## config.mk

```make
export PLATFORM = sky130hd
export DESIGN_NAME = psc_power_sys_ctrl
export DESIGN_NICKNAME = d
export VERILOG_FILES = /design/src/psc_power_sys_ctrl.v
export VERILOG_INCLUDE_DIRS = /design/src
export SDC_FILE = /design/constraint.sdc
export NUM_CORES = 1
export LEC_CHECK = 0
export ABC_AREA = 1
export BUFFER_PORTS_ARGS = -buffer_cell sky130_fd_sc_hd__buf_2
export CAP_MARGIN = 0
export CORE_ASPECT_RATIO = 1.75
export CORE_MARGIN = 2
export CORE_UTILIZATION = 30
export CTS_CLUSTER_DIAMETER = 200
export CTS_CLUSTER_SIZE = 14
export DETAILED_ROUTE_END_ITERATION = 8
export GPL_ROUTABILITY_DRIVEN = 0
export SLEW_MARGIN = 20
export SYNTH_ARGS = -nofsm -noshare
export SYNTH_HDL_FRONTEND = slang
export SYNTH_SLANG_ARGS = --single-unit
export TNS_END_PERCENT = 20
```

## constraint.sdc

```tcl
create_clock -name CLK -period 1.5 [get_ports CLK]
set_input_delay 0.075 -clock CLK [delete_from_list [all_inputs] [get_ports CLK]]
set_output_delay 0.075 -clock CLK [all_outputs]
set_load 0.03 [all_outputs]
```

## src/psc_map.vh

```
`ifndef PSC_MAP_VH
`define PSC_MAP_VH

// ============================================================
// register indices (byte address is four times the low byte)
`define PSC_IDX_WAKE_PWR      32'h50000010
`define PSC_IDX_SYS_CTRL      32'h50000012
`define PSC_IDX_SYS_STAT      32'h50000014

// ============================================================
// wake_power_control fields
`define PSC_WP_HARD_RST_BIT   0
`define PSC_WP_TIM_PD_BIT     1
`define PSC_WP_RAD_PD_BIT     2
`define PSC_WP_DIV_LSB        4
`define PSC_WP_DIV_MSB        5
`define PSC_WP_DIAG_MAP_BIT   6
`define PSC_WP_RESET          7'h06

// ============================================================
// system_control fields
`define PSC_SC_RSV5_BIT       5
`define PSC_SC_OTP_RST_BIT    6
`define PSC_SC_DBG_LSB        7
`define PSC_SC_DBG_MSB        8
`define PSC_SC_TMO_DIS_BIT    10
`define PSC_SC_SW_RST_BIT     15
`define PSC_SC_RESET          16'h0020
`define PSC_SC_WMASK          16'h05e0

// ============================================================
// debug pin selection codes
`define PSC_DBG_NONE          2'h0
`define PSC_DBG_DIO_P5        2'h1
`define PSC_DBG_DIO_P1        2'h2
`define PSC_DBG_DIO_P10       2'h3

// ============================================================
// timing: start-up timeout of the power state machine
`define PSC_TIMEOUT_MS        2
`define PSC_CLK_MHZ           100
`define PSC_TIMEOUT_CYC       (`PSC_TIMEOUT_MS * 1000 * `PSC_CLK_MHZ)

`endif

```

## src/psc_power_sys_ctrl.v

```verilog
// Behaviour
// - diag map bit forces pin 2 to reference-on, pin 1 to wake indicator
// - two-bit divider slows bus clock enable while OTP mirroring runs
// - radio digital powerdown request follows its bit, reset value one
// - timer domain powerdown request follows its bit, reset value one
// - hard-reset-after-wake bit turns a wake event into a device reset
// - writing one to bit 15 resets all but system control and trim
// - power state machine times out after 2 ms unless bit 10 is set
// - debug select: 0 none, else clock on pin 2, data on 5, 1 or 10
// - with no debugger selected and diag map off, debug pins serve as general purpose I/O
// - system control bit 6 drives the OTP controller reset request
// - status register reports whether a debugger is attached
//
// Design decision made here: the AHB-Lite slave port.
`timescale 1ns/1ps
`include "psc_map.vh"

module psc_power_sys_ctrl #(
    parameter NPIN           = 12,
    parameter CNT_W          = 18,
    parameter TIMEOUT_CYCLES = `PSC_TIMEOUT_CYC
) (
    // clock and reset
    input  wire              CLK,
    input  wire              RESET,
    // ahb-lite slave
    input  wire              HSEL,
    input  wire [31:0]       HADDR,
    input  wire [1:0]        HTRANS,
    input  wire              HWRITE,
    input  wire [2:0]        HSIZE,
    input  wire [31:0]       HWDATA,
    input  wire              HREADY,
    output wire              HREADYOUT,
    output wire              HRESP,
    output reg  [31:0]       HRDATA,
    // port pins
    input  wire [NPIN-1:0]   PIN_IN,
    output reg  [NPIN-1:0]   PIN_OUT,
    output reg  [NPIN-1:0]   PIN_OE,
    // general purpose i/o block
    input  wire [NPIN-1:0]   GPIO_OUT,
    input  wire [NPIN-1:0]   GPIO_OE,
    output wire [NPIN-1:0]   GPIO_IN,
    // debug port
    output wire              DBG_CLK_IN,
    output wire              DBG_DIO_IN,
    input  wire              DBG_DIO_OUT,
    input  wire              DBG_DIO_OE,
    input  wire              DBG_ATTACHED,
    // wake diagnostics sources
    input  wire              REF_ON_IND,
    input  wire              WAKE_IND,
    // power domains and reset tree
    input  wire              TIM_IS_UP,
    input  wire              TIM_IS_DOWN,
    input  wire              RAD_IS_UP,
    input  wire              RAD_IS_DOWN,
    input  wire              WAKE_EVENT,
    output wire              RADIO_PD_REQ,
    output wire              TIMER_PD_REQ,
    output reg               DEVICE_RESET_REQ,
    output wire              OTP_CTRL_RST_REQ,
    // otp mirroring clock enable
    input  wire              OTP_MIRROR_ACTIVE,
    output reg               HCLK_EN,
    // power state machine timeout
    input  wire              PSM_WAITING,
    output reg               PSM_TIMEOUT
);

    localparam NSYNC = NPIN + 5;

    // ========================================================
    // input synchronisers
    // three stages; the filtered value moves once stages two
    // and three agree, so a single-cycle glitch never counts
    wire [NSYNC-1:0] async_in;
    reg  [NSYNC-1:0] sync1_r;
    reg  [NSYNC-1:0] sync2_r;
    reg  [NSYNC-1:0] sync3_r;
    reg  [NSYNC-1:0] filt_r;

    assign async_in = {DBG_ATTACHED, TIM_IS_UP, TIM_IS_DOWN,
                       RAD_IS_UP, RAD_IS_DOWN, PIN_IN};

    genvar gi;
    generate
        for (gi = 0; gi < NSYNC; gi = gi + 1)
        begin : g_sync
            // per-bit synchroniser and agreement filter
            always @(posedge CLK)
            begin
                if (RESET)
                begin
                    sync1_r[gi] <= 1'b0;
                    sync2_r[gi] <= 1'b0;
                    sync3_r[gi] <= 1'b0;
                    filt_r[gi]  <= 1'b0;
                end
                else
                begin
                    sync1_r[gi] <= async_in[gi];
                    sync2_r[gi] <= sync1_r[gi];
                    sync3_r[gi] <= sync2_r[gi];
                    if (sync2_r[gi] == sync3_r[gi])
                        filt_r[gi] <= sync3_r[gi];
                end
            end
        end
    endgenerate

    wire [NPIN-1:0] pin_s = filt_r[NPIN-1:0];
    wire [3:0]      pd_stat_s = filt_r[NPIN+3:NPIN];
    wire            dbg_att_s = filt_r[NPIN+4];

    // ========================================================
    // ahb-lite address phase capture
    // no wait states: every access finishes in one data phase
    reg        dp_wr_r;
    reg        dp_valid_r;
    reg  [7:0] dp_idx_r;
    wire       ap_valid = HSEL & HTRANS[1] & HREADY;
    wire [7:0] ap_idx = HADDR[9:2];
    // only the low byte of each index is decoded; upper bits alias
    localparam [31:0] IDX_WP = `PSC_IDX_WAKE_PWR;
    localparam [31:0] IDX_SC = `PSC_IDX_SYS_CTRL;
    localparam [31:0] IDX_ST = `PSC_IDX_SYS_STAT;
    wire [7:0] idx_wp = IDX_WP[7:0];
    wire [7:0] idx_sc = IDX_SC[7:0];
    wire [7:0] idx_st = IDX_ST[7:0];

    assign HREADYOUT = 1'b1;
    assign HRESP     = 1'b0;

    always @(posedge CLK)
    begin
        if (RESET)
        begin
            dp_valid_r <= 1'b0;
            dp_wr_r    <= 1'b0;
            dp_idx_r   <= 8'h00;
        end
        else if (HREADY)
        begin
            dp_valid_r <= ap_valid;
            dp_wr_r    <= HWRITE;
            dp_idx_r   <= ap_idx;
        end
    end

    wire wr_wp = dp_valid_r & dp_wr_r & (dp_idx_r == idx_wp);
    wire wr_sc = dp_valid_r & dp_wr_r & (dp_idx_r == idx_sc);

    // ========================================================
    // registers
    reg  [6:0]  wp_r;
    reg  [6:0]  wp_nxt;
    reg  [15:0] sc_r;
    reg  [15:0] sc_nxt;
    reg         sw_rst_r;
    wire        sw_rst_hit = wr_sc & HWDATA[`PSC_SC_SW_RST_BIT];

    // next values; writes of reserved bit 3 are dropped
    always @*
    begin
        wp_nxt = wp_r;
        sc_nxt = sc_r;
        if (wr_wp)
            wp_nxt = HWDATA[6:0] & 7'h77;
        if (wr_sc)
            sc_nxt = HWDATA[15:0] & `PSC_SC_WMASK;
    end

    // software reset clears wake_power_control but spares
    // system_control, which only the hard reset clears
    always @(posedge CLK)
    begin
        wp_r <= (RESET | sw_rst_r) ? `PSC_WP_RESET : wp_nxt;
        sc_r <= RESET ? `PSC_SC_RESET : sc_nxt;
    end

    // ========================================================
    // read data, forwarded from next values so a read right
    // after a write returns the new contents
    always @(posedge CLK)
    begin
        if (RESET)
            HRDATA <= 32'h00000000;
        else if (HREADY & ap_valid & ~HWRITE)
        begin
            if (ap_idx == idx_wp)
                HRDATA <= {25'h0000000, wp_nxt};
            else if (ap_idx == idx_sc)
                HRDATA <= {16'h0000, sc_nxt};
            else if (ap_idx == idx_st)
                HRDATA <= {27'h0000000, dbg_att_s, pd_stat_s};
            else
                HRDATA <= 32'h00000000;
        end
    end

    // ========================================================
    // reset requests
    // the outside reset tree answers by asserting RESET
    wire wake_rst = WAKE_EVENT & wp_r[`PSC_WP_HARD_RST_BIT];

    always @(posedge CLK)
    begin
        sw_rst_r         <= ~RESET & sw_rst_hit;
        DEVICE_RESET_REQ <= ~RESET & (sw_rst_hit | wake_rst);
    end

    assign RADIO_PD_REQ     = wp_r[`PSC_WP_RAD_PD_BIT];
    assign TIMER_PD_REQ     = wp_r[`PSC_WP_TIM_PD_BIT];
    assign OTP_CTRL_RST_REQ = sc_r[`PSC_SC_OTP_RST_BIT];

    // ========================================================
    // bus clock enable during otp mirroring
    // field value n divides by two to the n; outside mirroring
    // the enable stays high so the bus runs at full rate
    reg  [2:0] div_cnt_r;
    wire [1:0] div_sel = wp_r[`PSC_WP_DIV_MSB:`PSC_WP_DIV_LSB];
    reg  [2:0] div_last;

    always @*
    begin
        case (div_sel)
            2'h0:    div_last = 3'h0;
            2'h1:    div_last = 3'h1;
            2'h2:    div_last = 3'h3;
            default: div_last = 3'h7;
        endcase
    end

    always @(posedge CLK)
    begin
        if (RESET | ~OTP_MIRROR_ACTIVE | (div_cnt_r >= div_last))
        begin
            div_cnt_r <= 3'h0;
            HCLK_EN   <= 1'b1;
        end
        else
        begin
            div_cnt_r <= div_cnt_r + 3'h1;
            HCLK_EN   <= 1'b0;
        end
    end

    // ========================================================
    // power state machine start-up timeout
    // one pulse per wait; the counter holds after firing so a
    // long wait never produces a second pulse
    reg  [CNT_W-1:0] tmo_cnt_r;
    localparam [31:0] TMO_LAST_W = TIMEOUT_CYCLES - 1;
    wire [CNT_W-1:0] tmo_last = TMO_LAST_W[CNT_W-1:0];
    wire             tmo_dis = sc_r[`PSC_SC_TMO_DIS_BIT];

    always @(posedge CLK)
    begin
        if (RESET | ~PSM_WAITING | tmo_dis)
        begin
            tmo_cnt_r   <= {CNT_W{1'b0}};
            PSM_TIMEOUT <= 1'b0;
        end
        else if (tmo_cnt_r == tmo_last)
        begin
            tmo_cnt_r   <= tmo_cnt_r + {{(CNT_W-1){1'b0}}, 1'b1};
            PSM_TIMEOUT <= 1'b1;
        end
        else
        begin
            if (tmo_cnt_r < tmo_last)
                tmo_cnt_r <= tmo_cnt_r + {{(CNT_W-1){1'b0}}, 1'b1};
            PSM_TIMEOUT <= 1'b0;
        end
    end

    // ========================================================
    // pin multiplexer
    // diag mapping beats the debugger on the shared clock pin;
    // software must detach the debugger first
    wire [1:0] dbg_sel = sc_r[`PSC_SC_DBG_MSB:`PSC_SC_DBG_LSB];
    wire       diag_on = wp_r[`PSC_WP_DIAG_MAP_BIT];
    reg  [3:0] dio_pin;
    reg  [NPIN-1:0] out_nxt;
    reg  [NPIN-1:0] oe_nxt;

    // data pin number for the selected debug mapping
    always @*
    begin
        case (dbg_sel)
            `PSC_DBG_DIO_P5:  dio_pin = 4'h5;
            `PSC_DBG_DIO_P1:  dio_pin = 4'h1;
            `PSC_DBG_DIO_P10: dio_pin = 4'ha;
            default:          dio_pin = 4'h0;
        endcase
    end

    always @*
    begin
        out_nxt = GPIO_OUT;
        oe_nxt  = GPIO_OE;
        if (dbg_sel != `PSC_DBG_NONE)
        begin
            oe_nxt[2]        = 1'b0;
            out_nxt[2]       = 1'b0;
            out_nxt[dio_pin] = DBG_DIO_OUT;
            oe_nxt[dio_pin]  = DBG_DIO_OE;
        end
        if (diag_on)
        begin
            out_nxt[2] = REF_ON_IND;
            oe_nxt[2]  = 1'b1;
            out_nxt[1] = WAKE_IND;
            oe_nxt[1]  = 1'b1;
        end
    end

    always @(posedge CLK)
    begin
        PIN_OUT <= RESET ? {NPIN{1'b0}} : out_nxt;
        PIN_OE  <= RESET ? {NPIN{1'b0}} : oe_nxt;
    end

    // inputs toward gpio and debugger; gpio sees every pin,
    // debug pins included, even while a debugger owns them
    wire dbg_on = (dbg_sel != `PSC_DBG_NONE);
    assign DBG_CLK_IN = dbg_on & pin_s[2];
    assign DBG_DIO_IN = dbg_on & pin_s[dio_pin];
    assign GPIO_IN    = pin_s;

endmodule // psc_power_sys_ctrl

```

## Yosys cells after proc, flatten, opt, wreduce, memory -nomap -nowiden

Cells that the tools add are included.

- Register bits after elaboration: 182
- Latch bits: 0
- RAM bits: 0
- Memory bits (read-only): 0
- Bits of input ports: 122
- Output and inout port bits: 78
- Logic and storage cells: 164
- Memories: 0

- Add/subtract/negate cells: 2
- Multiply operators: 0
- Div/mod/pow operators: 0
- Magnitude comparators: 4
- Equal/unequal tests: 28
- Shift-type cells: 0
- Multiplexer cells: 21
- Bitwise logic cells: 23
- Reductions and logical operators: 4

Operators with widths:

| operator | number |
|---|---|
| $mux W16 | 3 |
| $eq A8 B5 Y1 const B | 5 |
| $mux W18 | 2 |
| $bwmux W12 | 2 |
| $mux W12 | 2 |
| $add A18 B1 Y18 const B | 1 |
| $eq A18 B18 Y1 const B | 1 |
| $lt A18 B18 Y1 const B | 1 |
| $eq A1 B1 Y1 | 17 |
| $and A1 B1 Y1 | 13 |
| $pmux W4 S3 | 1 |
| $pmux W3 S3 | 1 |
| $mux W7 | 1 |
| $eq A2 B2 Y1 const B | 3 |
| $or A1 B1 Y1 | 6 |
| $lt A4 B5 Y1 const B | 1 |
| $mux W5 | 1 |
| $bmux W1 S4 | 1 |
| $demux W1 S4 | 1 |
| $eq A2 B1 Y1 const B | 2 |
| $ge A4 B1 Y1 const B | 1 |
| $mux W1 | 4 |
| $mux W2 | 2 |
| $not A1 Y1 | 4 |
| other kinds (5) | 6 |

## Logic depth before layout (Yosys ltp)

Gate-level depths: netlist (run 1).

- Depth after elaboration: 9
- Depth in mapped cells: 11
- Gate-level depth less buffers: 11

## Worst setup path before layout (run 1)

Ideal clock, no wire load.

- Path kind: register to output
- From: register sc_r[7]
- To: output port DBG_DIO_IN
- Arrival time: 1505 ps
- Required time: 1425 ps
- Setup slack: -80 ps
- Stages on the path, launching flop included: 7
- Path buffers: 0
- Cell sequence: dfxtp_1 -> inv_1 -> ha_1 -> inv_1 -> a21oi_1 -> o21ai_0 -> o21ai_1

- Word-level cells in the longest chain between the ends: 5
- Elaborated cells on any way between the ends: 8
- Those cells by class: eq/ne: 3; mux: 3; bitwise: 1; reduce/logical: 1

RTL lines:

| item | RTL line | RTL |
|---|---|---|
| from (decl) | psc_power_sys_ctrl.v:159 | `reg [15:0] sc_r;` |
| from (signal assigned) | psc_power_sys_ctrl.v:180 | `` sc_r <= RESET ? `PSC_SC_RESET : sc_nxt; `` |
| $eq A2 B2 Y1 / $eq A2 B1 Y1 (equally long branches) | psc_power_sys_ctrl.v:292 | `case (dbg_sel)` |
| $pmux W4 S3 | psc_power_sys_ctrl.v:292 |  |
| $bmux W1 S4 | psc_power_sys_ctrl.v:330 | `assign DBG_DIO_IN = dbg_on & pin_s[dio_pin];` |
| $mux W1 (implied by the code) | psc_power_sys_ctrl.v:330 |  |
| $and A1 B1 Y1 * | psc_power_sys_ctrl.v:330 |  |
| to (decl) | psc_power_sys_ctrl.v:47 | `output wire DBG_DIO_IN,` |

Mark *: on every way between the ends. The rest lies on a longest branch, timed or not. The select of a mux whose other input is x is not followed.

## Worst setup path after layout (run 1)

Ends and elaborated chain as after synthesis.

==> impl_metrics.tcl, run 1 <==
set metrics [dict create \
    ys_ff_latch 166 \
    clock_sinks 166 \
    worstSetupStartpointType "register" \
    place_hpwl_um 12210 \
    grt.total_usage 0.1539 \
    final_common_cell "dfxtp_1" \
    synthAdderAreaFrac 0.02073 \
    p_leak_nw 4.140 \
    max_freq_mhz 568.2 \
    wl_per_cell_um 12.27 \
    wirelength_um 17330 \
    dpl_worst_slack_ns 0.008020 \
    synth-xor-area-share 0.003958 \
    core_mm2 0.02189 \
    critPathKind "reg -> out" \
    arrival_ns 1.69 \
    rrSetupSlack_ns 0.06 \
    synth_cells 876 \
    fill_cells 2229 \
    setup_viol_count_final 2 \
    drive_above_1_share 0.2428 \
    diodes 0 \
    whs_endpoint "wp_r[6]$_SDFF_PP0_" \
    drtIter0Drc 179 \
    violations "negative setup slack" \
    firstDrtPassIters 5 \
    clk_latency_ns 0.45 \
    hold_ws_ns 0.03171 \
    fin_ws_ns -0.2601 \
    dp.cells 1308 \
    top_layer_used "met4" \
    skew_ns 0.01105 \
    power.density_mw_per_mm2 1065 \
    final_nets 1236 \
    synthToLayoutAreaGrowth_pct 39.43 \
    final_cell_mix "dfxtp_1 (163), nor2_1 (149), nand2_1 (134), buf_2 (128), inv_1 (119)" \
    dieArea_mm2 0.02338 \
    synth_seq_area_share 0.5006 \
    yosys_warnings 0 \
    syn_avg_cell_area_um2 7.579 \
    ios 200 \
    hp-start "HWDATA[6]" \
    postRouteAntennaNets 0 \
    netlist_area_mm2 0.006639 \
    ys.flop_type "dfxtp_1" \
    wl_met1_um 6642 \
    end_kind "output port" \
    io_buffers 131 \
    die_h_um 200.8 \
    route.met2.wl_um 9372 \
    viasPerCell 4.323 \
    htreeDepth 4 \
    globalRouteOverflowTotal 0 \
    synthArstFlopShare 0 \
    wl_met3_um 641 \
    hold_depth 4 \
    required_ns 1.42 \
    synth_edf_count 0 \
    grt_pass1_wl_um 27690 \
    reg2reg_to "div_cnt_r[0]$_SDFF_PP0_" \
    hp-class "in -> reg" \
    cts_tree "done" \
    clk_path_buf_depth 2 \
    fin_cells 1412 \
    cts_buffers 17 \
    ir_worst_vdd_mv 0.9037 \
    first_global_vias 5972 \
    outcome "finished, violations left" \
    slew_violations 0 \
    rsz0062_at_grt "yes" \
    path_max_fanout 6 \
    maxCapViolations 0 \
    grt_max_degree 58 \
    synth_top_family_by_area "simple AND/OR/NAND/NOR gates" \
    drc_errors 0 \
    synth_compound_area_frac 0.1033 \
    initial_core_util 0.3033 \
    final-hold-violation-count 0 \
    synth.area.mux_share 0.001508 \
    synth_cell_types 35 \
    root_buffer "clkbuf_16" \
    antenna_found_initial 0 \
    r2r-start "wp_r[5]$_SDFF_PP0_" \
    post-route-period-util 1.173 \
    clkTransAtPathRegs_ns 0.06 \
    yosys.area_share.simple 0.2399 \
    die_w_um 116.5 \
    r2r_cells 7 \
    finalCriticalPeriod_ns 1.760 \
    core.rowCount 72 \
    num_vias 6104 \
]
==> registers in the layout, indices dropped and copies added, names as in the netlist, 3 cells and up <==
name and cells:
GPIO_IN 12, HRDATA 16, PIN_OE 12, PIN_OUT 12
div_cnt_r 3, dp_idx_r 8, filt_r 4, sc_r 16
sync1_r 17, sync2_r 17, sync3_r 17, tmo_cnt_r 18
wp_r 7
==> logic make-up (layout without fill, tap and decap cells) <==
kind of cell,Yosys count,in the layout
buf+inv,191,415
compound gates,125,125
flops,166,166
fa+ha+maj,11,11
simple gates,377,377
mux,1,1
other cells,2,18
xor+xnor,3,3
==> synth_stat cells, types with 2 or more instances <==
cell type	count	area, um2
clkbuf_1	8	30.03
inv_1	123	461.7
buf_1	8	30.03
xnor2_1	2	17.52
nand2_1	138	518.0
conb_1	2	7.510
nand3_2	8	80.08
nand4_1	10	62.56
a211oi_1	11	82.58
nor3_1	10	50.05
o21ai_0	39	195.2
nor2_1	158	593.1
inv_2	13	48.80
a21oi_2	6	52.55
buf_2	6	30.03
dfxtp_1	166	3323
nand3_1	47	235.2
buf_4	30	225.2
o21ai_1	8	40.04
nand3b_1	2	15.01
ha_1	11	137.6
a21oi_1	57	285.3
==> what timing repair did <==
item,in CTS,in global routing
pin swaps,6,9
setup buffers,1,2
hold buffers,69,0
hold endpoints to repair,68,0
endpoints found under the setup margin,5,30
gates resized for setup,22,40
==> layer usage <==
metal	vias to the layer above	track usage
met5	-	0
met4	0	0.09269
met3	37	0.03472
met2	141	0.2824
met1	2790	0.1517
li1	3136	-
==> cell type report <==
| cell class | count | area, um2 | share of cell area |
|---|---|---|---|
| multi-input cells | 535 | 2673 | 0.2887 |
| clock buffers | 22 | 464.2 | 0.05015 |
| well taps | 296 | 370.4 | 0.04001 |
| repair buffers | 246 | 1755 | 0.1896 |
| flip-flops and latches | 166 | 3327 | 0.3594 |
| clock inverters | 10 | 145.1 | 0.01568 |
| inverters | 137 | 521.8 | 0.05637 |
==> power breakdown <==
part           internal, mW  leakage [nW]  switching (mW)
clock network          2.72         0.291            1.81
registers              4.52          1.36          0.0459
logic                 0.320          2.49           0.442
total                  7.56          4.14            2.30
==> worst max path at each step <==
stage,start,depth (start not counted),endpoint,slack [ns]
finish,sc_r[7]$_SDFF_PP0_,7,DBG_DIO_IN,-0.26
global placement,sc_r[7]$_SDFF_PP0_,7,DBG_DIO_IN,0.006
CTS,sc_r[7]$_SDFF_PP0_,7,DBG_DIO_IN,-0.26
detailed placement,sc_r[7]$_SDFF_PP0_,7,DBG_DIO_IN,0.008
floorplan,sc_r[7]$_SDFF_PP0_,6,DBG_DIO_IN,0.05
global route,sc_r[7]$_SDFF_PP0_,8,DBG_DIO_IN,-0.34
==> worst max-delay path, stage by stage, from the launching register on <==
cell	delay [ns]
dfxtp_2	0.33
inv_2	0.05
ha_4	0.29
inv_6	0.05
o21ai_4	0.13
o2111ai_2	0.15
o21ai_2	0.09
buf_6	0.15
==> per-stage QoR <==
step                total power, mW  area [um2]  setup TNS, ns  utilization
floorplan                     5.068        6703              0            -
global placement              5.267        7737              0       0.3535
detailed placement            5.275        7737              0       0.3535
CTS                           9.980        9100        -0.4525       0.4157
global route                  10.25        9256        -0.6048       0.4228
finish                        9.861        9256        -0.3383       0.4228
Note: power is estimated with default switching activity, not from simulation.
==> inputs of run 2 (changes only) <==
--- a/config.mk
+++ b/config.mk
@@ -20,4 +20,4 @@
 export SYNTH_ARGS = -nofsm -noshare
 export SYNTH_HDL_FRONTEND = slang
 export SYNTH_SLANG_ARGS = --single-unit
-export TNS_END_PERCENT = 20
+export TNS_END_PERCENT = 10
==> impl_metrics.tcl, run 2 (same netlist as run 1, synthesis figures left out) <==
set metrics [dict create \
    final-hold-violation-count 0 \
    wirelength_um 17370 \
    hp-class "in -> reg" \
    grt_max_degree 58 \
    path_max_fanout 6 \
    drtIter0Drc 167 \
    diodes 0 \
    final_common_cell "dfxtp_1" \
    critPathKind "reg -> out" \
    synthToLayoutAreaGrowth_pct 38.54 \
    grt.total_usage 0.1539 \
    clkTransAtPathRegs_ns 0.06 \
    worstSetupStartpointType "register" \
    initial_core_util 0.3033 \
    arrival_ns 1.69 \
    num_vias 6099 \
    regMostFlops "tmo_cnt_r" \
    dieArea_mm2 0.02338 \
    outcome "finished, violations left" \
    first_global_vias 5972 \
    drive_above_1_share 0.2388 \
    worst_path_largest_cell_delay_ns 0.33 \
    drc_errors 0 \
    maxCapViolations 0 \
    slew_violations 0 \
    path_delay_family "compound AO/OA/AOI/OAI gates" \
    wl_per_cell_um 12.32 \
    fin_ws_ns -0.2615 \
    place_hpwl_um 12210 \
    power.density_mw_per_mm2 1072 \
    violations "negative setup slack" \
    fin_area_mm2 0.009198 \
    required_ns 1.42 \
    die_h_um 200.8 \
    postRouteAntennaNets 0 \
    path_buf_inv 3 \
    core_mm2 0.02189 \
    clock_sinks 166 \
    root_buffer "clkbuf_16" \
    cts_buffers 17 \
    crit_chain "inv_2, ha_4, inv_6, o21ai_4, o2111ai_2, o21ai_2, buf_6" \
    die_w_um 116.5 \
    antenna_found_initial 0 \
    core.rowCount 72 \
    dp.cells 1308 \
    firstDrtPassIters 4 \
    ios 200 \
    ir_worst_vdd_mv 0.8824 \
    clk_path_buf_depth 2 \
    max_freq_mhz 567.7 \
    io_buffers 131 \
    end_kind "output port" \
    skew_ns 0.01150 \
    fin_cells 1410 \
    globalRouteOverflowTotal 0 \
    cp_slowest_cell "dfxtp_2" \
    setup_viol_count_final 2 \
    grt_pass1_wl_um 27690 \
    htreeDepth 4 \
    p_leak_nw 4.122 \
    cts_tree "done" \
    rsz0062_at_grt "yes" \
    finalCriticalPeriod_ns 1.761 \
    final_nets 1234 \
    placed_area_mm2 0.007737 \
    largest_reg_flops 18 \
    viasPerCell 4.326 \
    post-route-period-util 1.174 \
    clk_latency_ns 0.45 \
    final_cell_mix "dfxtp_1 (163), nor2_1 (148), nand2_1 (137), buf_2 (128), inv_1 (119)" \
]
run 2: changes by cell type in the layout (fill, tap and decap cells not counted):
cell	previous run	this run
nor2_2	5	8
nor2_1	149	148
nor2_4	4	2
nand3_1	44	45
nand2_1	134	137
nand3_4	1	0
buf_6	5	4
nand2_2	4	1
buf_12	3	2
run 2: report_power, final:
group,switching [mW],leakage (nW),internal [mW],total (mW)
Clock,1.81,0.291,2.72,4.53
Combinational,0.439,2.47,0.320,0.759
Sequential,0.0457,1.36,4.52,4.57
Total,2.30,4.12,7.56,9.86
run 2: cell type report:
cell class                 instances  area [um2]
fill                            2243       12690
sequential                       166        3327
multi-input combinational        535        2645
timing repair buffer             244        1724
inverter                         137       521.8
clock buffer                      22       464.2
tap                              296       370.4
clock inverter                    10       145.1
run 2: layer usage:
layer  routed length (um)  global-route usage
met3                  665             0.03472
met5                    0                   0
met1                 6635              0.1517
met4                  657             0.09269
met2                 9409              0.2824
run 2: repair_timing:
item,4_1_cts,5_1_grt
buffers inserted,1,0
endpoints found under the hold margin,68,0
gates resized for setup,22,33
hold buffers,69,0
pin swaps,6,6
endpoints found under the setup margin,5,30
run 2: final timing paths:
check,start,endpoint,slack (ns),depth (start not counted)
worst max-delay path,sc_r[7]$_SDFF_PP0_,DBG_DIO_IN,-0.26,7
worst min-delay path,HWDATA[6],wp_r[6]$_SDFF_PP0_,0.04,4
worst max register to register,wp_r[5]$_SDFF_PP0_,div_cnt_r[0]$_SDFF_PP0_,0.06,7
worst min register to register,sync1_r[0]$_SDFF_PP0_,sync2_r[0]$_SDFF_PP0_,0.40,2
run 2: worst reg2reg max path, delay by kind of cell, from the launching register on:
family | cells | cell delay [ns]
AOI/OAI and AO/OA | 2 | 0.23
adders and majority gates | 1 | 0.27
DFF | 1 | 0.31
and+or+nand+nor | 3 | 0.52
buffers and inverters | 1 | 0.05
run 2: through the flow:
step           utilization  hold WS, ns  power (mW)  TNS [ns]  worst slack, ns
4_1_cts             0.4157      0.01985       9.980   -0.4525          -0.2612
6_report            0.4202      0.04361       9.860   -0.3415          -0.2615
3_5_place_dp        0.3535       0.2821       5.275         0         0.008020
2_1_floorplan            -       0.1820       5.068         0          0.05400
5_1_grt             0.4202      0.05435       10.25   -0.6821          -0.3385
3_3_place_gp        0.3535       0.2740       5.267         0         0.006308
==> inputs of run 3 (changes only) <==
--- a/config.mk
+++ b/config.mk
@@ -6,10 +6,8 @@
 export SDC_FILE = /design/constraint.sdc
 export NUM_CORES = 1
 export LEC_CHECK = 0
-export ABC_AREA = 1
 export BUFFER_PORTS_ARGS = -buffer_cell sky130_fd_sc_hd__buf_2
 export CAP_MARGIN = 0
-export CORE_ASPECT_RATIO = 1.75
 export CORE_MARGIN = 2
 export CORE_UTILIZATION = 30
 export CTS_CLUSTER_DIAMETER = 200
==> impl_metrics.tcl, run 3 <==
set metrics [dict create \
    fin_ws_ns -0.4832 \
    drive_above_1_share 0.3440 \
    rsz0062_at_grt "yes" \
    outcome "finished, violations left" \
    placed_area_mm2 0.007458 \
    post-route-period-util 1.322 \
    core_mm2 0.02030 \
    hp-class "in -> reg" \
    synth-xor-area-share 0.02104 \
    io_buffers 131 \
    path_max_fanout 2 \
    initial_core_util 0.3076 \
    cp_slowest_cell "mux4_2" \
    postRouteAntennaNets 0 \
    wl_per_cell_um 12.74 \
    core.rowCount 52 \
    cts_buffers 17 \
    final_nets 998 \
    hold_ws_ns 0.01330 \
    synth_top_family_by_area "simple AND/OR/NAND/NOR gates" \
    die_w_um 148.3 \
    syn_avg_cell_area_um2 9.990 \
    dpl_worst_slack_ns -0.2250 \
    clk_latency_ns 0.43 \
    clkTransAtPathRegs_ns 0.07 \
    synth_cells 625 \
    dp.cells 1045 \
    largest_reg_flops 18 \
    rrSetupSlack_ns -0.15 \
    ios 200 \
    num_vias 4918 \
    yosys_warnings 0 \
    regMostFlops "tmo_cnt_r" \
    yosys.area.top_type "dfxtp_1" \
    max_freq_mhz 504.2 \
    final_cell_mix "dfxtp_1 (157), buf_2 (128), dlygate4sd3_1 (68), nor2b_1 (62), nor2_1 (57)" \
    wirelength_um 14640 \
    end_kind "output port" \
    drc_errors 0 \
    viasPerCell 4.280 \
    path_delay_family "multiplexers" \
    drtIter0Drc 161 \
    grt_pass1_wl_um 23470 \
    ir_worst_vdd_mv 0.6358 \
    dieArea_mm2 0.02198 \
    final-hold-violation-count 0 \
    yosysMostFrequentCell "dfxtp_1" \
    synth_edf_count 0 \
    skew_ns 0.007445 \
    place_hpwl_um 9928 \
    cts_tree "done" \
    fin_cells 1149 \
    r2r_cells 7 \
    power_mw 9.772 \
    grt_max_degree 48 \
    critPathKind "reg -> out" \
    synth_commonest_cells "dfxtp_1 (166), nor2_1 (63), nor2b_1 (63)" \
    p_leak_nw 3.857 \
    power.density_mw_per_mm2 1067 \
    required_ns 1.42 \
    path_buf_inv 2 \
    fin_area_mm2 0.009158 \
    firstDrtPassIters 4 \
    synthTopCellsByArea "dfxtp_1 (53%), nor2b_1 (6.3%), mux2i_1 (4.6%)" \
    worstSetupStartpointType "register" \
    slew_violations 0 \
    violations "negative setup slack" \
    htreeDepth 4 \
    root_buffer "clkbuf_16" \
    crit_chain "inv_2, ha_4, mux4_2, mux2i_1, nor2_2, buf_6" \
    netlist_area_mm2 0.006243 \
    yosys.area_share.simple 0.2172 \
    ys.flop_type "dfxtp_1" \
    clk_path_buf_depth 2 \
    fin_util 0.4511 \
    die_h_um 148.3 \
    synth_cell_types 51 \
    maxCapViolations 0 \
    final_common_cell "dfxtp_1" \
    synth_seq_area_share 0.5323 \
    arrival_ns 1.91 \
    setup_viol_count_final 29 \
    synthToLayoutAreaGrowth_pct 46.67 \
    fin_setup_tns_ns -2.157 \
    antenna_found_initial 1 \
    synth_compound_area_frac 0.08557 \
    clock_sinks 166 \
    synthArstFlopShare 0 \
    synth.area.mux_share 0.05371 \
    crit_cells 6 \
    finalCriticalPeriod_ns 1.983 \
    ys_ff_latch 166 \
    worst_path_largest_cell_delay_ns 0.48 \
    first_global_vias 4839 \
    synthAdderAreaFrac 0.02204 \
    grt.total_usage 0.1341 \
    hold_depth 3 \
    netlist.area_leader.share 0.5323 \
    globalRouteOverflowTotal 0 \
]
==> run 3: cell count changes in the layout (fill, tap and decap cells not counted), moves of 13 or more <==
cell     previous run  this run
a21oi_1            55        39
inv_1             119         9
inv_2              15         2
mux2i_1             1        25
nand2_1           137        38
nand3_1            45         6
nor2_1            148        57
nor2b_1             0        62
==> run 3: layer usage <==
layer / vias up / share of wire / GRT usage
li1: 2537 / - / -
met1: 2237 / 0.45 / 0.1631
met2: 125 / 0.48 / 0.2227
met3: 19 / 0.055 / 0.04080
met4: 0 / 0.015 / 0.05238
met5: - / 0 / 0
==> run 3: report_power, final <==
group	internal, mW	switching [mW]
combinational	0.337	0.374
clock	2.53	1.98
sequential	4.52	0.0404
total	7.38	2.39
==> run 3: kinds of logic after synthesis <==
group,after synthesis
DFF,166
AOI/OAI and AO/OA,89
buffers and inverters,69
adders and majority gates,11
xor gates and xnor gates,15
other,2
muxes,32
and+or+nand+nor,241
==> run 3: layout make-up <==
class / count / area (um2)
timing repair buffer: 263 / 1916
clock buffer: 17 / 425.4
inverter: 11 / 41.29
tap: 270 / 337.8
clock inverter: 15 / 185.2
fill: 1928 / 11140
antenna: 1 / 2.502
sequential: 166 / 3334
multi-input combinational: 406 / 2915
==> run 3: final timing paths <==
check                                start                      to
setup / recovery        sc_r[8]$_SDFF_PP0_              DBG_DIO_IN
hold / removal                 PSM_WAITING  PSM_TIMEOUT$_SDFF_PP0_
setup reg to reg  dp_idx_r[6]$_SDFFE_PP0P_  HRDATA[5]$_SDFFE_PP0P_
hold reg to reg      sync1_r[1]$_SDFF_PP0_   sync2_r[1]$_SDFF_PP0_
==> run 3: repair_timing <==
action | CTS | global route
setup buffers | 2 | 2
hold buffers | 68 | 0
pin swaps | 13 | 12
endpoints found under the setup margin | 42 | 51
resized for setup | 35 | 50
hold endpoints to repair | 72 | 0
==> run 3: worst reg2reg max path, delay by kind of cell (launching register included) <==
| family | cells | cell delay, ns |
|---|---|---|
| flip-flops | 1 | 0.33 |
| AO/OA/AOI/OAI | 1 | 0.11 |
| multiplexers | 1 | 0.17 |
| buffers and inverters | 2 | 0.38 |
| AND/OR/NAND/NOR | 3 | 0.60 |
